[src/i2cim_pkg.sv]
// Constants shared by the two-wire interrupt enable/status block.
// Assumes a 32-bit AXI4-Lite register bus with byte addresses.
`default_nettype none
package i2cim_pkg;
	// Register byte offsets
	localparam int ADDR_W = 8;
	localparam logic [ADDR_W-1:0] OFF_ENABLE = 8'h04;
	localparam logic [ADDR_W-1:0] OFF_STATUS = 8'h08;
	localparam logic [ADDR_W-1:0] OFF_CTRL = 8'h40;
	localparam logic [ADDR_W-1:0] OFF_EVLOG = 8'h44;
	localparam logic [ADDR_W-1:0] OFF_EVMASK = 8'h48;
	// Enable register layout
	localparam int EN_W = 7;
	localparam int EN_AAS = 6;
	localparam logic [EN_W-1:0] EN_RESET = 7'h00;
	// Status register layout
	localparam int ST_W = 15;
	localparam int ST_AL = 0;
	localparam int ST_NACK = 1;
	localparam int ST_REGS_ACCESS_READY = 2;
	localparam int ST_RRDY = 3;
	localparam int ST_XRDY = 4;
	localparam int ST_SCD = 5;
	localparam int ST_AD0 = 8;
	localparam int ST_AAS = 9;
	localparam int ST_TX_SHIFT_EMPTY_N = 10;
	localparam int ST_RX_OVERRUN = 11;
	localparam int ST_BB = 12;
	localparam int ST_NOACK_SENT = 13;
	localparam int ST_SLAVE_DIRECTION = 14;
	localparam logic [ST_W-1:0] ST_W1C_MASK = 15'h703F;
	localparam logic [ST_W-1:0] ST_RESET = 15'h0410;
	// Control register layout
	localparam int CTRL_LOOP = 0;
	localparam logic CTRL_RESET = 1'b0;
	// Event log layout
	localparam int EV_W = 3;
	localparam int EV_OVR = 0;
	localparam int EV_BUSY = 1;
	localparam int EV_FREE = 2;
	localparam logic [EV_W-1:0] EV_RESET = 3'h0;
	// Bus responses
	localparam logic [1:0] RESP_OKAY = 2'h0;
	localparam logic [1:0] RESP_SLVERR = 2'h2;
	// Write channel states
	typedef enum logic [1:0] {
		WS_IDLE = 2'b00,
		WS_ADDR = 2'b01,
		WS_DATA = 2'b10,
		WS_RESP = 2'b11
	} i2cim_wstate_type;
endpackage
`default_nettype wire

[src/i2cim_reg_if.sv]
// Register access strobes between the bus slave and the register file.
// Assumes both ends run on the same clock.
`default_nettype none
interface i2cim_reg_if;
	logic wr_en;
	logic [i2cim_pkg::ADDR_W-1:0] wr_addr;
	logic [31:0] wr_data;
	logic [3:0] wr_strb;
	logic wr_ok;
	logic rd_en;
	logic [i2cim_pkg::ADDR_W-1:0] rd_addr;
	logic [31:0] rd_data;
	logic rd_ok;
	modport bus(output wr_en, wr_addr, wr_data, wr_strb, rd_en, rd_addr,
		input wr_ok, rd_data, rd_ok);
	modport regs(input wr_en, wr_addr, wr_data, wr_strb, rd_en, rd_addr,
		output wr_ok, rd_data, rd_ok);
endinterface
`default_nettype wire

[src/i2cim_axil.sv]
// AXI4-Lite slave that turns bus transfers into register strobes.
// Assumes the register file answers decode and read data in one cycle.
`default_nettype none
module i2cim_axil (
	// Clock and reset
	input wire logic aclk,
	input wire logic aresetn,
	// Write channels
	input wire logic [i2cim_pkg::ADDR_W-1:0] awaddr,
	input wire logic awvalid,
	output logic awready,
	input wire logic [31:0] wdata,
	input wire logic [3:0] wstrb,
	input wire logic wvalid,
	output logic wready,
	output logic [1:0] bresp,
	output logic bvalid,
	input wire logic bready,
	// Read channels
	input wire logic [i2cim_pkg::ADDR_W-1:0] araddr,
	input wire logic arvalid,
	output logic arready,
	output logic [31:0] rdata,
	output logic [1:0] rresp,
	output logic rvalid,
	input wire logic rready,
	// Register side
	i2cim_reg_if.bus regs
);
	import i2cim_pkg::*;
	i2cim_wstate_type ws;
	i2cim_wstate_type next_ws;
	logic [ADDR_W-1:0] waddr_q;
	logic [31:0] wdata_q;
	logic [3:0] wstrb_q;
	wire logic aw_take;
	wire logic w_take;
	wire logic ar_take;

	// Address and data may arrive in either order
	assign awready = (ws == WS_IDLE) || (ws == WS_DATA);
	assign wready = (ws == WS_IDLE) || (ws == WS_ADDR);
	assign aw_take = awvalid && awready;
	assign w_take = wvalid && wready;
	assign arready = !rvalid;
	assign ar_take = arvalid && arready;

	// Register strobes; the write fires once both halves are held
	assign regs.wr_en = (ws == WS_RESP) && !bvalid;
	assign regs.wr_addr = waddr_q;
	assign regs.wr_data = wdata_q;
	assign regs.wr_strb = wstrb_q;
	assign regs.rd_en = ar_take;
	assign regs.rd_addr = araddr;

	// Write state selection
	always_comb begin
		next_ws = ws;
		case (ws)
			WS_IDLE: begin
				if (aw_take && w_take) begin
					next_ws = WS_RESP;
				end else if (aw_take) begin
					next_ws = WS_ADDR;
				end else if (w_take) begin
					next_ws = WS_DATA;
				end
			end
			WS_ADDR: begin
				if (w_take) begin
					next_ws = WS_RESP;
				end
			end
			WS_DATA: begin
				if (aw_take) begin
					next_ws = WS_RESP;
				end
			end
			WS_RESP: begin
				if (bvalid && bready) begin
					next_ws = WS_IDLE;
				end
			end
			default: begin
				next_ws = WS_IDLE;
			end
		endcase
	end

	// Write channel registers
	always_ff @(posedge aclk) begin
		if (!aresetn) begin
			ws <= WS_IDLE;
			waddr_q <= '0;
			wdata_q <= '0;
			wstrb_q <= '0;
			bvalid <= 1'b0;
			bresp <= RESP_OKAY;
		end else begin
			ws <= next_ws;
			if (aw_take) begin
				waddr_q <= awaddr;
			end
			if (w_take) begin
				wdata_q <= wdata;
				wstrb_q <= wstrb;
			end
			if (regs.wr_en) begin
				bvalid <= 1'b1;
				bresp <= regs.wr_ok ? RESP_OKAY : RESP_SLVERR;
			end else if (bready) begin
				bvalid <= 1'b0;
			end
		end
	end

	// Read channel registers, one cycle from address to data
	always_ff @(posedge aclk) begin
		if (!aresetn) begin
			rvalid <= 1'b0;
			rdata <= '0;
			rresp <= RESP_OKAY;
		end else if (ar_take) begin
			rvalid <= 1'b1;
			rdata <= regs.rd_data;
			rresp <= regs.rd_ok ? RESP_OKAY : RESP_SLVERR;
		end else if (rready) begin
			rvalid <= 1'b0;
		end
	end
endmodule
`default_nettype wire

[src/i2cim_top.sv]
// Interrupt enable and status registers of a two-wire bus controller.
// Assumes event strobes and levels come from the protocol engine on aclk.
`default_nettype none

module i2cim_top (
	// Clock and reset
	input wire logic aclk,
	input wire logic aresetn,
	// AXI4-Lite write channels
	input wire logic [i2cim_pkg::ADDR_W-1:0] s_axi_awaddr,
	input wire logic s_axi_awvalid,
	output logic s_axi_awready,
	input wire logic [31:0] s_axi_wdata,
	input wire logic [3:0] s_axi_wstrb,
	input wire logic s_axi_wvalid,
	output logic s_axi_wready,
	output logic [1:0] s_axi_bresp,
	output logic s_axi_bvalid,
	input wire logic s_axi_bready,
	// AXI4-Lite read channels
	input wire logic [i2cim_pkg::ADDR_W-1:0] s_axi_araddr,
	input wire logic s_axi_arvalid,
	output logic s_axi_arready,
	output logic [31:0] s_axi_rdata,
	output logic [1:0] s_axi_rresp,
	output logic s_axi_rvalid,
	input wire logic s_axi_rready,
	// Event strobes from the protocol engine
	input wire logic ev_arb_lost,
	input wire logic ev_noack,
	input wire logic ev_regs_ready,
	input wire logic ev_rx_ready,
	input wire logic ev_tx_ready,
	input wire logic ev_start,
	input wire logic ev_stop,
	input wire logic ev_own_addr,
	input wire logic ev_general_call,
	input wire logic ev_noack_sent,
	input wire logic ev_slave_tx,
	// Levels from the protocol engine
	input wire logic rx_overrun,
	input wire logic tx_shift_empty_n,
	input wire logic address_zero_seen,
	// Outputs
	output logic digital_loopback,
	output logic bus_busy_flag,
	output logic slave_direction,
	output logic irq
);
	import i2cim_pkg::*;

	i2cim_reg_if rif();
	logic [EN_W-1:0] interrupt_enable;
	logic [ST_W-1:0] interrupt_status;
	logic [EV_W-1:0] event_log;
	logic [EV_W-1:0] event_mask;
	logic addressed_as_slave;
	logic ovr_prev;
	logic busy_prev;

	// Exact offset match, used by both the write and read decode
	function automatic logic hit(input logic [ADDR_W-1:0] a,
		input logic [ADDR_W-1:0] off);
		return a == off;
	endfunction

	// Expands byte strobes to a bit mask
	function automatic logic [31:0] lanes(input logic [3:0] strb);
		logic [31:0] m;
		m = '0;
		for (int i = 0; i < 4; i++) begin
			m[i*8 +: 8] = {8{strb[i]}};
		end
		return m;
	endfunction

	i2cim_axil u_bus (
		.aclk(aclk),
		.aresetn(aresetn),
		.awaddr(s_axi_awaddr),
		.awvalid(s_axi_awvalid),
		.awready(s_axi_awready),
		.wdata(s_axi_wdata),
		.wstrb(s_axi_wstrb),
		.wvalid(s_axi_wvalid),
		.wready(s_axi_wready),
		.bresp(s_axi_bresp),
		.bvalid(s_axi_bvalid),
		.bready(s_axi_bready),
		.araddr(s_axi_araddr),
		.arvalid(s_axi_arvalid),
		.arready(s_axi_arready),
		.rdata(s_axi_rdata),
		.rresp(s_axi_rresp),
		.rvalid(s_axi_rvalid),
		.rready(s_axi_rready),
		.regs(rif.bus)
	);

	// Write decode and masked write data
	wire logic [31:0] wmask = lanes(rif.wr_strb);
	wire logic [31:0] wbits = rif.wr_data & wmask;
	wire logic wr_en_reg = rif.wr_en && hit(rif.wr_addr, OFF_ENABLE);
	wire logic wr_st_reg = rif.wr_en && hit(rif.wr_addr, OFF_STATUS);
	wire logic wr_ctrl = rif.wr_en && hit(rif.wr_addr, OFF_CTRL);
	wire logic wr_evmask = rif.wr_en && hit(rif.wr_addr, OFF_EVMASK);
	assign rif.wr_ok = hit(rif.wr_addr, OFF_ENABLE) ||
		hit(rif.wr_addr, OFF_STATUS) || hit(rif.wr_addr, OFF_CTRL) ||
		hit(rif.wr_addr, OFF_EVLOG) || hit(rif.wr_addr, OFF_EVMASK);

	// Only the seven enable bits are stored; upper bits are dropped
	wire logic [EN_W-1:0] next_enable = wr_en_reg ?
		((interrupt_enable & ~wmask[EN_W-1:0]) |
		wbits[EN_W-1:0]) : interrupt_enable;

	// Software clear: ones written to clearable positions only
	wire logic [ST_W-1:0] sw_clr = wr_st_reg ?
		(wbits[ST_W-1:0] & ST_W1C_MASK) : '0;

	// Hardware set terms; loopback blocks the slave direction flag
	wire logic slave_direction_set = ev_slave_tx && !digital_loopback;
	wire logic [ST_W-1:0] hw_set = {slave_direction_set, ev_noack_sent, ev_start,
		6'h00, ev_stop, ev_tx_ready, ev_rx_ready, ev_regs_ready,
		ev_noack, ev_arb_lost};

	// Hardware clear terms: START or STOP ends slave direction, STOP alone ends busy
	wire logic [ST_W-1:0] hw_clr = {ev_start || ev_stop, 1'b0, ev_stop,
		12'h000};

	// Clearable part: set wins over any clear in the same cycle
	wire logic [ST_W-1:0] w1c_next = ((interrupt_status & ~sw_clr &
		~hw_clr) | hw_set) & ST_W1C_MASK;

	// Read-only part follows the engine only; writes never reach it
	wire logic [ST_W-1:0] ro_next = {3'h0, rx_overrun, tx_shift_empty_n,
		addressed_as_slave, address_zero_seen, 8'h00};

	// Loopback holds slave direction low whatever else happens
	wire logic [ST_W-1:0] loop_mask = {!digital_loopback, 14'h3FFF};
	wire logic [ST_W-1:0] next_status =
		(w1c_next | ro_next) & loop_mask;

	// Address match or general call marks the controller as addressed
	wire logic next_aas = ev_own_addr || ev_general_call ||
		(addressed_as_slave && !ev_stop);

	// Event log: overrun onset, bus going busy, bus going free
	wire logic [EV_W-1:0] ev_now = {busy_prev && !interrupt_status[ST_BB],
		!busy_prev && interrupt_status[ST_BB], rx_overrun && !ovr_prev};
	wire logic rd_evlog = rif.rd_en && hit(rif.rd_addr, OFF_EVLOG);
	wire logic [EV_W-1:0] next_evlog =
		(event_log & ~{EV_W{rd_evlog}}) | ev_now;

	// Request sources in enable-bit order
	wire logic [EN_W-1:0] src = {interrupt_status[ST_AAS],
		interrupt_status[ST_SCD:ST_AL]};
	wire logic [EN_W-1:0] req = src & interrupt_enable;
	wire logic next_irq = (|req) || (|(event_log & event_mask));

	// Enable, status and addressed-as-slave registers
	always_ff @(posedge aclk) begin
		if (!aresetn) begin
			interrupt_enable <= EN_RESET;
			interrupt_status <= ST_RESET;
			addressed_as_slave <= 1'b0;
		end else begin
			interrupt_enable <= next_enable;
			interrupt_status <= next_status;
			addressed_as_slave <= next_aas;
		end
	end

	// Control, event log and interrupt output
	always_ff @(posedge aclk) begin
		if (!aresetn) begin
			digital_loopback <= CTRL_RESET;
			event_log <= EV_RESET;
			event_mask <= EV_RESET;
			ovr_prev <= 1'b0;
			busy_prev <= 1'b0;
			irq <= 1'b0;
		end else begin
			if (wr_ctrl && wmask[CTRL_LOOP]) begin
				digital_loopback <= rif.wr_data[CTRL_LOOP];
			end
			if (wr_evmask) begin
				event_mask <= (event_mask & ~wmask[EV_W-1:0]) |
					wbits[EV_W-1:0];
			end
			event_log <= next_evlog;
			ovr_prev <= rx_overrun;
			busy_prev <= interrupt_status[ST_BB];
			irq <= next_irq;
		end
	end

	// Status views for the engine
	assign bus_busy_flag = interrupt_status[ST_BB];
	assign slave_direction = interrupt_status[ST_SLAVE_DIRECTION];

	// Read mux; unmapped offsets answer an error with zero data
	wire logic rd_is_en = hit(rif.rd_addr, OFF_ENABLE);
	wire logic rd_is_st = hit(rif.rd_addr, OFF_STATUS);
	wire logic rd_is_ctrl = hit(rif.rd_addr, OFF_CTRL);
	wire logic rd_is_evl = hit(rif.rd_addr, OFF_EVLOG);
	wire logic rd_is_evm = hit(rif.rd_addr, OFF_EVMASK);
	assign rif.rd_ok = rd_is_en || rd_is_st || rd_is_ctrl ||
		rd_is_evl || rd_is_evm;
	assign rif.rd_data = rd_is_en ? 32'(interrupt_enable) :
		rd_is_st ? 32'(interrupt_status) :
		rd_is_ctrl ? 32'(digital_loopback) :
		rd_is_evl ? 32'(event_log) :
		rd_is_evm ? 32'(event_mask) : 32'h0000_0000;

	for (genvar g = 0; g < EN_W; g++) begin : gen_gate

	end
endmodule
`default_nettype wire

[config.mk]
export PLATFORM = sky130hd
export DESIGN_NAME = i2cim_top
export DESIGN_NICKNAME = d
export VERILOG_FILES = /design/src/i2cim_pkg.sv /design/src/i2cim_reg_if.sv /design/src/i2cim_axil.sv /design/src/i2cim_top.sv
export SDC_FILE = /design/constraint.sdc
export NUM_CORES = 1
export LEC_CHECK = 0
export ABC_AREA = 1
export BUFFER_PORTS_ARGS = -buffer_cell sky130_fd_sc_hd__buf_4
export CELL_PAD_IN_SITES_DETAIL_PLACEMENT = 1
export CELL_PAD_IN_SITES_GLOBAL_PLACEMENT = 1
export CORE_MARGIN = 4
export CORE_UTILIZATION = 31
export CTS_CLUSTER_SIZE = 12
export DETAILED_ROUTE_END_ITERATION = 7
export PLACE_DENSITY = 0.73
export SYNTH_ARGS = -nofsm -noshare
export SYNTH_HDL_FRONTEND = slang
export SYNTH_SLANG_ARGS = --single-unit
[constraint.sdc]
create_clock -name aclk -period 1.4 [get_ports aclk]
set_clock_uncertainty 0.15 [all_clocks]
set_input_delay 0.14 -clock aclk [delete_from_list [all_inputs] [get_ports aclk]]
set_output_delay 0.14 -clock aclk [all_outputs]
set_load 0.01 [all_outputs]
* After elaboration in Yosys (flattened, before gate mapping)
Cells that the tools add are included.
** Word-level totals
- Flip-flop bits (word level) :: 98
- Bits in latches :: 0
- Bits in writable memories :: 0
- Bits in read-only memories :: 0
- Bits of input ports :: 73
- Output and inout port bits :: 45
- Logic and storage cells :: 117
- Memories :: 0
** Cells by class
- $add $sub $neg :: 0
- Multipliers :: 0
- Div/mod/pow operators :: 0
- $lt $le $gt $ge :: 0
- Eq/ne operators :: 17
- Shift-type cells :: 0
- Mux-type cells :: 19
- Bitwise gates (word level) :: 19
- Reductions and logical operators :: 44
** Operators with widths (count)
- bitwise AND 15 bit :: 4
- equality test 8 x 7 -> 1 bit (second input constant) :: 6
- two-way mux 15 bit :: 3
- inverter 15 bit :: 2
- logical AND 1 bit :: 17
- equality test 8 x 3 -> 1 bit (second input constant) :: 2
- equality test 8 x 4 -> 1 bit (second input constant) :: 2
- two-way mux 2 bit :: 8
- OR 15 x 12 -> 15 bit :: 1
- OR 15 bit :: 1
- bitwise AND 7 bit :: 2
- logical OR 1 bit :: 14
- bitwise AND 3 bit :: 3
- two-way mux 3 bit :: 3
- one-hot mux 2 bit (4 select lines) :: 1
- zero test 1 bit :: 7
- inverter 7 bit :: 1
- OR 7 bit :: 1
- OR reduction 7 bit :: 1
- inverter 3 bit :: 2
- OR 3 bit :: 2
- equality test 2 bit (second input constant) :: 2
- two-way mux 1 bit :: 4
- inequality test 2 x 1 -> 1 bit (second input constant) :: 2
- 7 further kinds :: 8

* Longest topological paths before layout
Gate-level depths: netlist of the first run.
- Word-level depth :: 10
- Gate-level depth with buffers :: 9
- Gate-level depth less buffers :: 9

* Hierarchy
A second synthesis of the first run with hierarchy kept.
** Unflattened totals
- Cells, all modules :: 634
- Area, all modules :: 4638.2 um^2
** By module, submodules not included
- i2cim_axil :: times used 1, cells each 394, area an instance 3046.7 um^2, seq. area each 1641.6 um^2
- i2cim_top :: times used 1, cells each 240, area an instance 1591.5 um^2, seq. area each 600.6 um^2

* Worst setup path after synthesis of the first run
No wires, ideal clock.
- Path kind :: reg2reg
- Start :: register u_bus.ws[0]
- End :: register u_bus.ws[1]
- Setup time :: 0.132 ns
- Data arrival time :: 1.284 ns
- Required time :: 1.118 ns
- Path slack :: -0.166 ns
- Cell stages (with the launch flop) :: 10
- Buffers on the path :: 1
- Clock period less this slack :: 1.566 ns
- Path through :: dfxtp_1 > inv_1 > ha_1 > inv_2 > nand2_1 > nand2_1 > buf_2 > a21oi_1 > o21ai_1 > a21oi_1
** Between the ends
- Longest elaborated chain between the ends :: 6
- Elaborated cells between the ends (all ways) :: 17
- Those cells by class :: 7 x eq/ne; 3 x mux; 7 x reduce/logical
** RTL lines
- start, declared :: line i2cim_axil.sv:31 : i2cim_wstate_type ws;
- start signal, assigned :: line i2cim_axil.sv:100 : ws <= next_ws;
- equality test 2 x 1 -> 1 bit / zero test 2 bit (equally long branches) :: line i2cim_axil.sv:42 : assign wready = (ws == WS_IDLE) || (ws == WS_ADDR);
- logical OR 1 bit (*) :: line i2cim_axil.sv:42
- net s_axi_wready :: line i2cim_top.sv:16 : output logic s_axi_wready,
- logical AND 1 bit (*) :: line i2cim_axil.sv:44 : assign w_take = wvalid && wready;
- logical AND 1 bit :: line i2cim_axil.sv:61 : if (aw_take && w_take) begin
- inequality test 4 x 2 -> 1 bit (no line) / two-way mux 2 bit (equally long branches)
- AND reduction 4 bit (no line) / one-hot mux 2 bit (4 select lines) (equally long branches)
The timed path passes the listed nets; every way through them passes the cells marked *.
A chain may end at the register's enable or synchronous reset.

* Worst setup path after layout of the first run
- Start :: register u_bus.ws[1]
- End :: output port s_axi_wready
** Between the ends
- Longest elaborated chain between the ends :: 2
- Elaborated cells between the ends (all ways) :: 3
- Those cells by class :: 1 x eq/ne; 2 x reduce/logical
** RTL lines (line)
- equality test 2 x 1 -> 1 bit / zero test 2 bit (equally long branches) :: i2cim_axil.sv:42
- logical OR 1 bit (*) :: i2cim_axil.sv:42
- end, declared :: i2cim_top.sv:16
Mark *: on every way between the ends. The rest lies on a longest branch, timed or not.

==> metrics.md, run 1 <==
| Metric | Value |
|---|---|
| Run status | `finished with violations` |
| Violated checks | `setup timing` |
| Min-delay worst type | `input port to register` |
| All-Layer GR Usage | `17.65%` |
| Cell count of the worst reg-to-reg path | `10` |
| Leak | `2.269 nW` |
| Yosys cell types | `33` |
| Fin util | `52.61%` |
| Max IR drop VDD | `1136 uV` |
| Crit path max-delay family | `flip-flops` |
| Hold Vio Cnt, Final | `0` |
| Syn. warnings | `0` |
| Max cap viols | `0` |
| WL final | `11.05 mm` |
| Core area | `9864 um2` |
| Placed Area | `4028 um2` |
| Residual DRC | `0` |
| Post-Layout Inst Area | `5190 um2` |
| Final setup violation count | `44` |
| Placer Congestion | `0.7912` |
| CTS sink count | `70` |
| Fillers | `1150` |
| Reg area | `1414 um2` |
| Clock Latency Late Sink | `0.33 ns` |
| Hold Startpoint | `aresetn` |
| Crit path kind | `register to primary output` |
| Via density | `4.632` |
| Placed cells | `642` |
| CP endpoint kind | `primary output` |
| Clock buffer depth | `2` |
| Largest cells by area after synthesis | `dfxtp_1, a21oi_1, nand2_1` |
| Vias | `3284` |
| Achievable Freq | `632.9 MHz` |
| Final Slew Violations | `0` |
| Commonest non-fill, non-tap cell in the layout | `buf_4` |
| Syn avg cell area | `7.504 um2` |
| CTS Root Cell | `clkbuf_8` |
| Final Cycle Share | `112.9%` |
| Finished Layout Cells | `709` |
| Mapped Cells | `424` |
| Worst path slowest cell | `dfxtp_4` |
| PD cells | `1312 nW/um2` |
| Most frequent cells in the layout | `buf_4, dfxtp_1, inv_1` |
| Initial Utilization | `32.26%` |
| Post-layout min period | `1.580 ns` |
| Buf/Inv on CP | `4` |
| Startpoint Class | `register` |
| Num rows | `36` |
| # diodes | `0` |
| R2R Setup Slk | `-0.17 ns` |
| Initial antenna violation count | `0` |
| Die area | `11950 um2` |
| Pin count of the biggest net entering global routing | `30` |
| Reg2Reg Launch Point | `u_bus.ws[0]$_SDFFE_PN0P_` |
| CP cell instances | `inv_4 > ha_4 > inv_4 > nand2_4 > buf_6 > buf_6` |
| Unrepaired setup endpoints after global routing | `yes` |
| I/O Buffers | `73` |
| GR Overflow Total | `0` |
| Crit-path max cell delay | `0.39 ns` |
| Share of the synthesized area in the top cell type | `44.04%` |
| Max Fanout on Critical Path | `3` |
| Post-synth design cell area | `3182 um2` |
| DRT Pass-1 Iters | `4` |
| TritonCTS clock tree | `done` |
| First-pass GRT wire length | `16.66 mm` |
| H-tree depth | `3` |
| Worst hold endpoint | `u_bus.rdata[6]$_SDFFE_PN0P_` |
| Nets | `649` |
| Worst hold path stage count | `3` |
| Die extent in x | `109.3 um` |
| Initial detailed-routing violation count | `66` |
| Sequential cell area fraction in the yosys report | `44.04%` |
| Area leader, netlist | `dfxtp_1` |
| Fraction of layout cells with a size suffix above 1 | `40.97%` |
| IO Count | `118` |
| Die H | `109.3 um` |
| Multi-input logic area | `1851 um2` |
| Req. time, crit path | `1.11 ns` |
| Area delta synth->final | `63.11%` |
| CTS Buf Count | `9` |
| Crit path DAT | `1.29 ns` |
| DRT antenna net count | `0` |
| Reg clk slew, reported paths | `0.08 ns` |
| Final setup margin | `-0.1800 ns` |
| WL/cell | `15.59 um` |
| DP HPWL | `6.928 mm` |
| Synthesized flop and latch total | `70` |
| Total power | `0.006808 W` |
| Vias in the first global route | `3542` |
where the power goes:
group          leakage, nW  internal, W  switching [W]
clock network       0.0926     0.000677       0.000750
logic                 1.60      0.00137        0.00151
registers            0.577      0.00225       0.000246
kinds of logic (layout without fill, tap and decap cells):
kind of cell	after synthesis	count (layout)	share of synthesized area (%)
and+or+nand+nor	140	140	20.25
adders and majority gates	5	5	1.966
other	1	20	0.1179
DFF	70	70	44.04
AOI/OAI and AO/OA	114	114	19.74
buffers and inverters	94	227	13.88
cell type report:
type                            instances  area share (%)
Multi-Input combinational cell        279           35.66
Clock inverter                          5          0.4822
Inverter                               62           5.545
Sequential cell                        70           27.24
Timing Repair Buffer                  149           25.14
Tap cell                              133           3.206
Clock buffer                           11           2.724
metrics by stage:
stage / TNS (ns) / setup slack (ns) / hold WS [ns]
floorplan: -0.003165 / -0.003165 / 0.08763
global placement: -1.418 / -0.1171 / 0.1749
detailed placement: -2.856 / -0.1639 / 0.1793
CTS: -4.655 / -0.1898 / 0.01035
global route: -7.964 / -0.2404 / 0.02265
finish: -4.704 / -0.1800 / 0.02249
cell usage after synthesis:
library cell / instances
a211oi_2: 3
a21oi_1: 46
a21oi_2: 3
a221oi_1: 1
a22o_1: 2
and3_1: 1
buf_1: 1
buf_2: 5
buf_4: 20
clkbuf_1: 6
clkinv_4: 1
conb_1: 1
dfxtp_1: 70
ha_1: 5
inv_1: 49
inv_2: 11
inv_4: 1
nand2_1: 50
nand2_2: 7
nand2_4: 1
nand3_1: 26
nor2_1: 42
nor2_2: 4
nor2_4: 4
nor3_1: 1
nor3_2: 2
o211ai_1: 2
o21a_1: 1
o21ai_0: 18
o21ai_1: 36
o21bai_1: 2
or2_1: 1
or2_2: 1
how the worst max path moves through the flow:
stage	cells past startpoint	slack [ns]	endpoint	from
6_report	6	-0.18	s_axi_wready	u_bus.ws[1]$_SDFFE_PN0P_
4_1_cts	6	-0.19	s_axi_wready	u_bus.ws[1]$_SDFFE_PN0P_
3_3_place_gp	8	-0.12	u_bus.ws[0]$_SDFFE_PN0P_	u_bus.ws[1]$_SDFFE_PN0P_
5_1_grt	10	-0.24	u_bus.ws[1]$_SDFFE_PN0P_	u_bus.ws[1]$_SDFFE_PN0P_
2_1_floorplan	9	-0.003	u_bus.ws[1]$_SDFFE_PN0P_	u_bus.ws[0]$_SDFFE_PN0P_
3_5_place_dp	9	-0.16	u_bus.ws[1]$_SDFFE_PN0P_	u_bus.ws[1]$_SDFFE_PN0P_
worst reg2reg max path, stage by stage, from the launching register on:
cell	delay, ns
dfxtp_4	0.37
buf_4	0.15
ha_4	0.17
nand2_4	0.07
inv_6	0.05
nand2_8	0.07
inv_8	0.05
nand2_8	0.11
clkinv_8	0.09
o21ai_4	0.14
a21oi_2	0.04
routing by layer:
metal | track usage, % | share of wire (%)
met3 | 3.053 | 3.8
met2 | 33.38 | 55
met4 | 4.452 | 1.9
met1 | 20.47 | 40
met5 | 0 | 0
timing repair:
item	CTS	global route
endpoints found under the hold margin	37	0
hold buffers	41	0
setup buffers	6	4
resized for setup	60	77
endpoints found under the setup margin	44	52
cloned	1	0
pin swaps	10	9
(Power assumes the default switching activity.)
==> run 2, diff against run 1 <==
--- a/config.mk
+++ b/config.mk
@@ -13,6 +13,7 @@
 export CORE_UTILIZATION = 31
 export CTS_CLUSTER_SIZE = 12
 export DETAILED_ROUTE_END_ITERATION = 7
+export HOLD_SLACK_MARGIN = 0.15
 export PLACE_DENSITY = 0.73
 export SYNTH_ARGS = -nofsm -noshare
 export SYNTH_HDL_FRONTEND = slang
==> run 2 against run 1 <==
Net effect:
- the run still ends with setup timing left
- sequential share of layout area down 0.12 points
- flip-flop and latch count unchanged
- via count down 0.52%
- die area unchanged
- critical path depth up 4
- core utilization up 0.23 points
- design area up 0.43%
==> metrics.md, run 2 (synthesis results as in run 1) <==
| Metric | Value |
|---|---|
| Pin count of the biggest net entering global routing | `30 (unchanged)` |
| Net Sw Frac | `37.03% (+0.21 points)` |
| Residual DRC | `0 (unchanged)` |
| Startpoint Class | `register` |
| Flop pwr share | `36.5% (-0.2 points)` |
| Unrepaired setup endpoints after global routing | `yes` |
| Crit path DAT | `1.69 ns (+0.40 ns)` |
| Hold Vio Cnt, Final | `0 (unchanged)` |
| IO Count | `118 (unchanged)` |
| Vias in the first global route | `3505 (-1.0%)` |
| Initial Utilization | `32.26% (unchanged)` |
| I/O Buffers | `73 (unchanged)` |
| Clock buffer depth | `2 (unchanged)` |
| Initial antenna violation count | `0 (unchanged)` |
| Fin util | `52.84% (+0.23 points)` |
| Initial detailed-routing violation count | `96 (+45%)` |
| Placer Congestion | `0.7912 (unchanged)` |
| Violated checks | `setup timing` |
| Max IR drop VDD | `1277 uV (+12%)` |
| Final setup violation count | `44 (unchanged)` |
| Dpl ws | `-0.1639 ns (unchanged)` |
| Die area | `11950 um2 (unchanged)` |
| DP HPWL | `6.928 mm (unchanged)` |
| Num rows | `36 (unchanged)` |
| Core area | `9864 um2 (unchanged)` |
| CTS sink count | `70 (unchanged)` |
| GR Overflow Total | `0 (unchanged)` |
| Finished Layout Cells | `713 (+0.56%)` |
| Final setup margin | `-0.2068 ns (-0.02689 ns)` |
| WL final | `11.21 mm (+1.4%)` |
| # diodes | `0 (unchanged)` |
| Max cap viols | `0 (unchanged)` |
| Die H | `109.3 um (unchanged)` |
| Via density | `4.582 (-1.1%)` |
| Sw Pwr | `0.002542 W (+1.4%)` |
| Die extent in x | `109.3 um (unchanged)` |
| PD cells | `1317 nW/um2 (+0.39%)` |
| CTS Root Cell | `clkbuf_8` |
| Vias | `3267 (-0.52%)` |
| Clock power frac | `21.1% (about the same)` |
| Reg clk slew, reported paths | `0.08 ns (about the same)` |
| Req. time, crit path | `1.48 ns (+0.37 ns)` |
| First-pass GRT wire length | `16.55 mm (-0.66%)` |
| DRT Pass-1 Iters | `4 (unchanged)` |
| Post-layout min period | `1.607 ns (+0.02689 ns)` |
| Most frequent cells in the layout | `buf_4, dfxtp_1, inv_1` |
| Fraction of layout cells with a size suffix above 1 | `40.17% (-0.80 points)` |
| H-tree depth | `3 (unchanged)` |
| All-Layer GR Usage | `17.54% (-0.11 points)` |
| Min-delay worst type | `input port to register` |
| Internal power | `0.004323 W (+0.50%)` |
| CP endpoint kind | `register` |
| Achievable Freq | `622.3 MHz (-1.7%)` |
| Fillers | `1141 (-0.78%)` |
| Leak | `2.280 nW (+0.49%)` |
| TritonCTS clock tree | `done` |
| Crit path kind | `register to register` |
| Clock Latency Late Sink | `0.34 ns (about the same)` |
| Commonest non-fill, non-tap cell in the layout | `buf_4` |
| Placed cells | `642 (unchanged)` |
| WL/cell | `15.72 um (+0.82%)` |
| Total power | `0.006864 W (+0.83%)` |
| CTS Buf Count | `9 (unchanged)` |
| Nets | `653 (+0.62%)` |
| Area delta synth->final | `63.82%` |
| DRT antenna net count | `0 (unchanged)` |
| Combinational Power Share | `42.4% (about the same)` |
| Max Fanout on Critical Path | `7 (+4)` |
| Run status | `finished with violations` |
| Final Slew Violations | `0 (unchanged)` |
| Final Cycle Share | `114.8% (+1.9 points)` |
[run 2: cell count changes in the layout (fill, tap and decap cells not counted), moves of 2 or more]
cell	change
o21ai_1	+4
buf_6	+2
o21ai_2	-3
a21oi_1	+2
a21oi_2	-2
dlygate4sd3_1	+2
[run 2: critical path, stage by stage (launching register included)]
cell and delay, ns:
dfxtp_4 0.38, buf_6 0.13, ha_4 0.16, nand2_4 0.06, inv_4 0.05, nand2_8 0.08, clkinv_8 0.08, nand2_8 0.12
clkinv_8 0.09, o21ai_4 0.15, a21oi_2 0.05
[run 2: layer usage]
| layer | track usage, % | wire length, um | vias up |
|---|---|---|---|
| met4 | 5.521 | 193 | 0 |
| met3 | 2.584 | 510 | 20 |
| met2 | 32.89 | 6129 | 79 |
| met1 | 20.40 | 4373 | 1541 |
| met5 | 0 | 0 | - |
| li1 | - | - | 1627 |
[run 2: worst paths after layout]
check | slack, ns | startpoint | cells after the start | endpoint
worst min register to register | 0.28 | addressed_as_slave$_SDFF_PN0_ | 2 | interrupt_status[9]$_SDFF_PN0_
worst max-delay path | -0.21 | u_bus.ws[0]$_SDFFE_PN0P_ | 10 | register
worst min-delay path | 0.23 | s_axi_araddr[3] | 7 | u_bus.rresp[1]$_SDFFE_PN0P_
worst max register to register | -0.21 | u_bus.ws[0]$_SDFFE_PN0P_ | 10 | register
[run 2: power by group through the flow]
stage	logic (W)	registers (W)	clock network (W)
6_report	0.00291	0.00251	0.00145
5_1_grt	0.00315	0.00254	0.00154
4_1_cts	0.00229	0.00246	0.00145
3_5_place_dp	0.00172	0.00246	0
3_3_place_gp	0.00164	0.00244	0
2_1_floorplan	0.00106	0.00242	0
[run 2: metrics by stage]
stage	TNS, ns	hold slack (ns)	instance area, um2
2_1_floorplan	-0.003165	0.08763	3309
3_3_place_gp	-1.418	0.1749	4028
3_5_place_dp	-2.856	0.1793	4028
4_1_cts	-4.931	0.1641	4897
5_1_grt	-8.085	0.2831	5213
6_report	-5.004	0.2273	5213
[run 2: repair_timing]
| item | CTS | global route |
|---|---|---|
| setup buffers | 6 | 5 |
| pin swaps | 10 | 13 |
| hold buffers | 42 | 2 |
| resized for setup | 60 | 74 |
| gates cloned | 1 | 0 |
| hold endpoints to repair | 45 | 4 |
| setup endpoints to repair | 44 | 64 |
[run 2: final cells by class]
cell class / count / area [um2] / area share [%]
well taps: 133 / 166.4 / 3.193
multi-input cells: 279 / 1823 / 34.97
clock inverters: 5 / 25.02 / 0.4801
clock buffers: 11 / 141.4 / 2.712
repair buffers: 153 / 1353 / 25.95
flip-flops and latches: 70 / 1414 / 27.12
inverters: 62 / 290.3 / 5.569
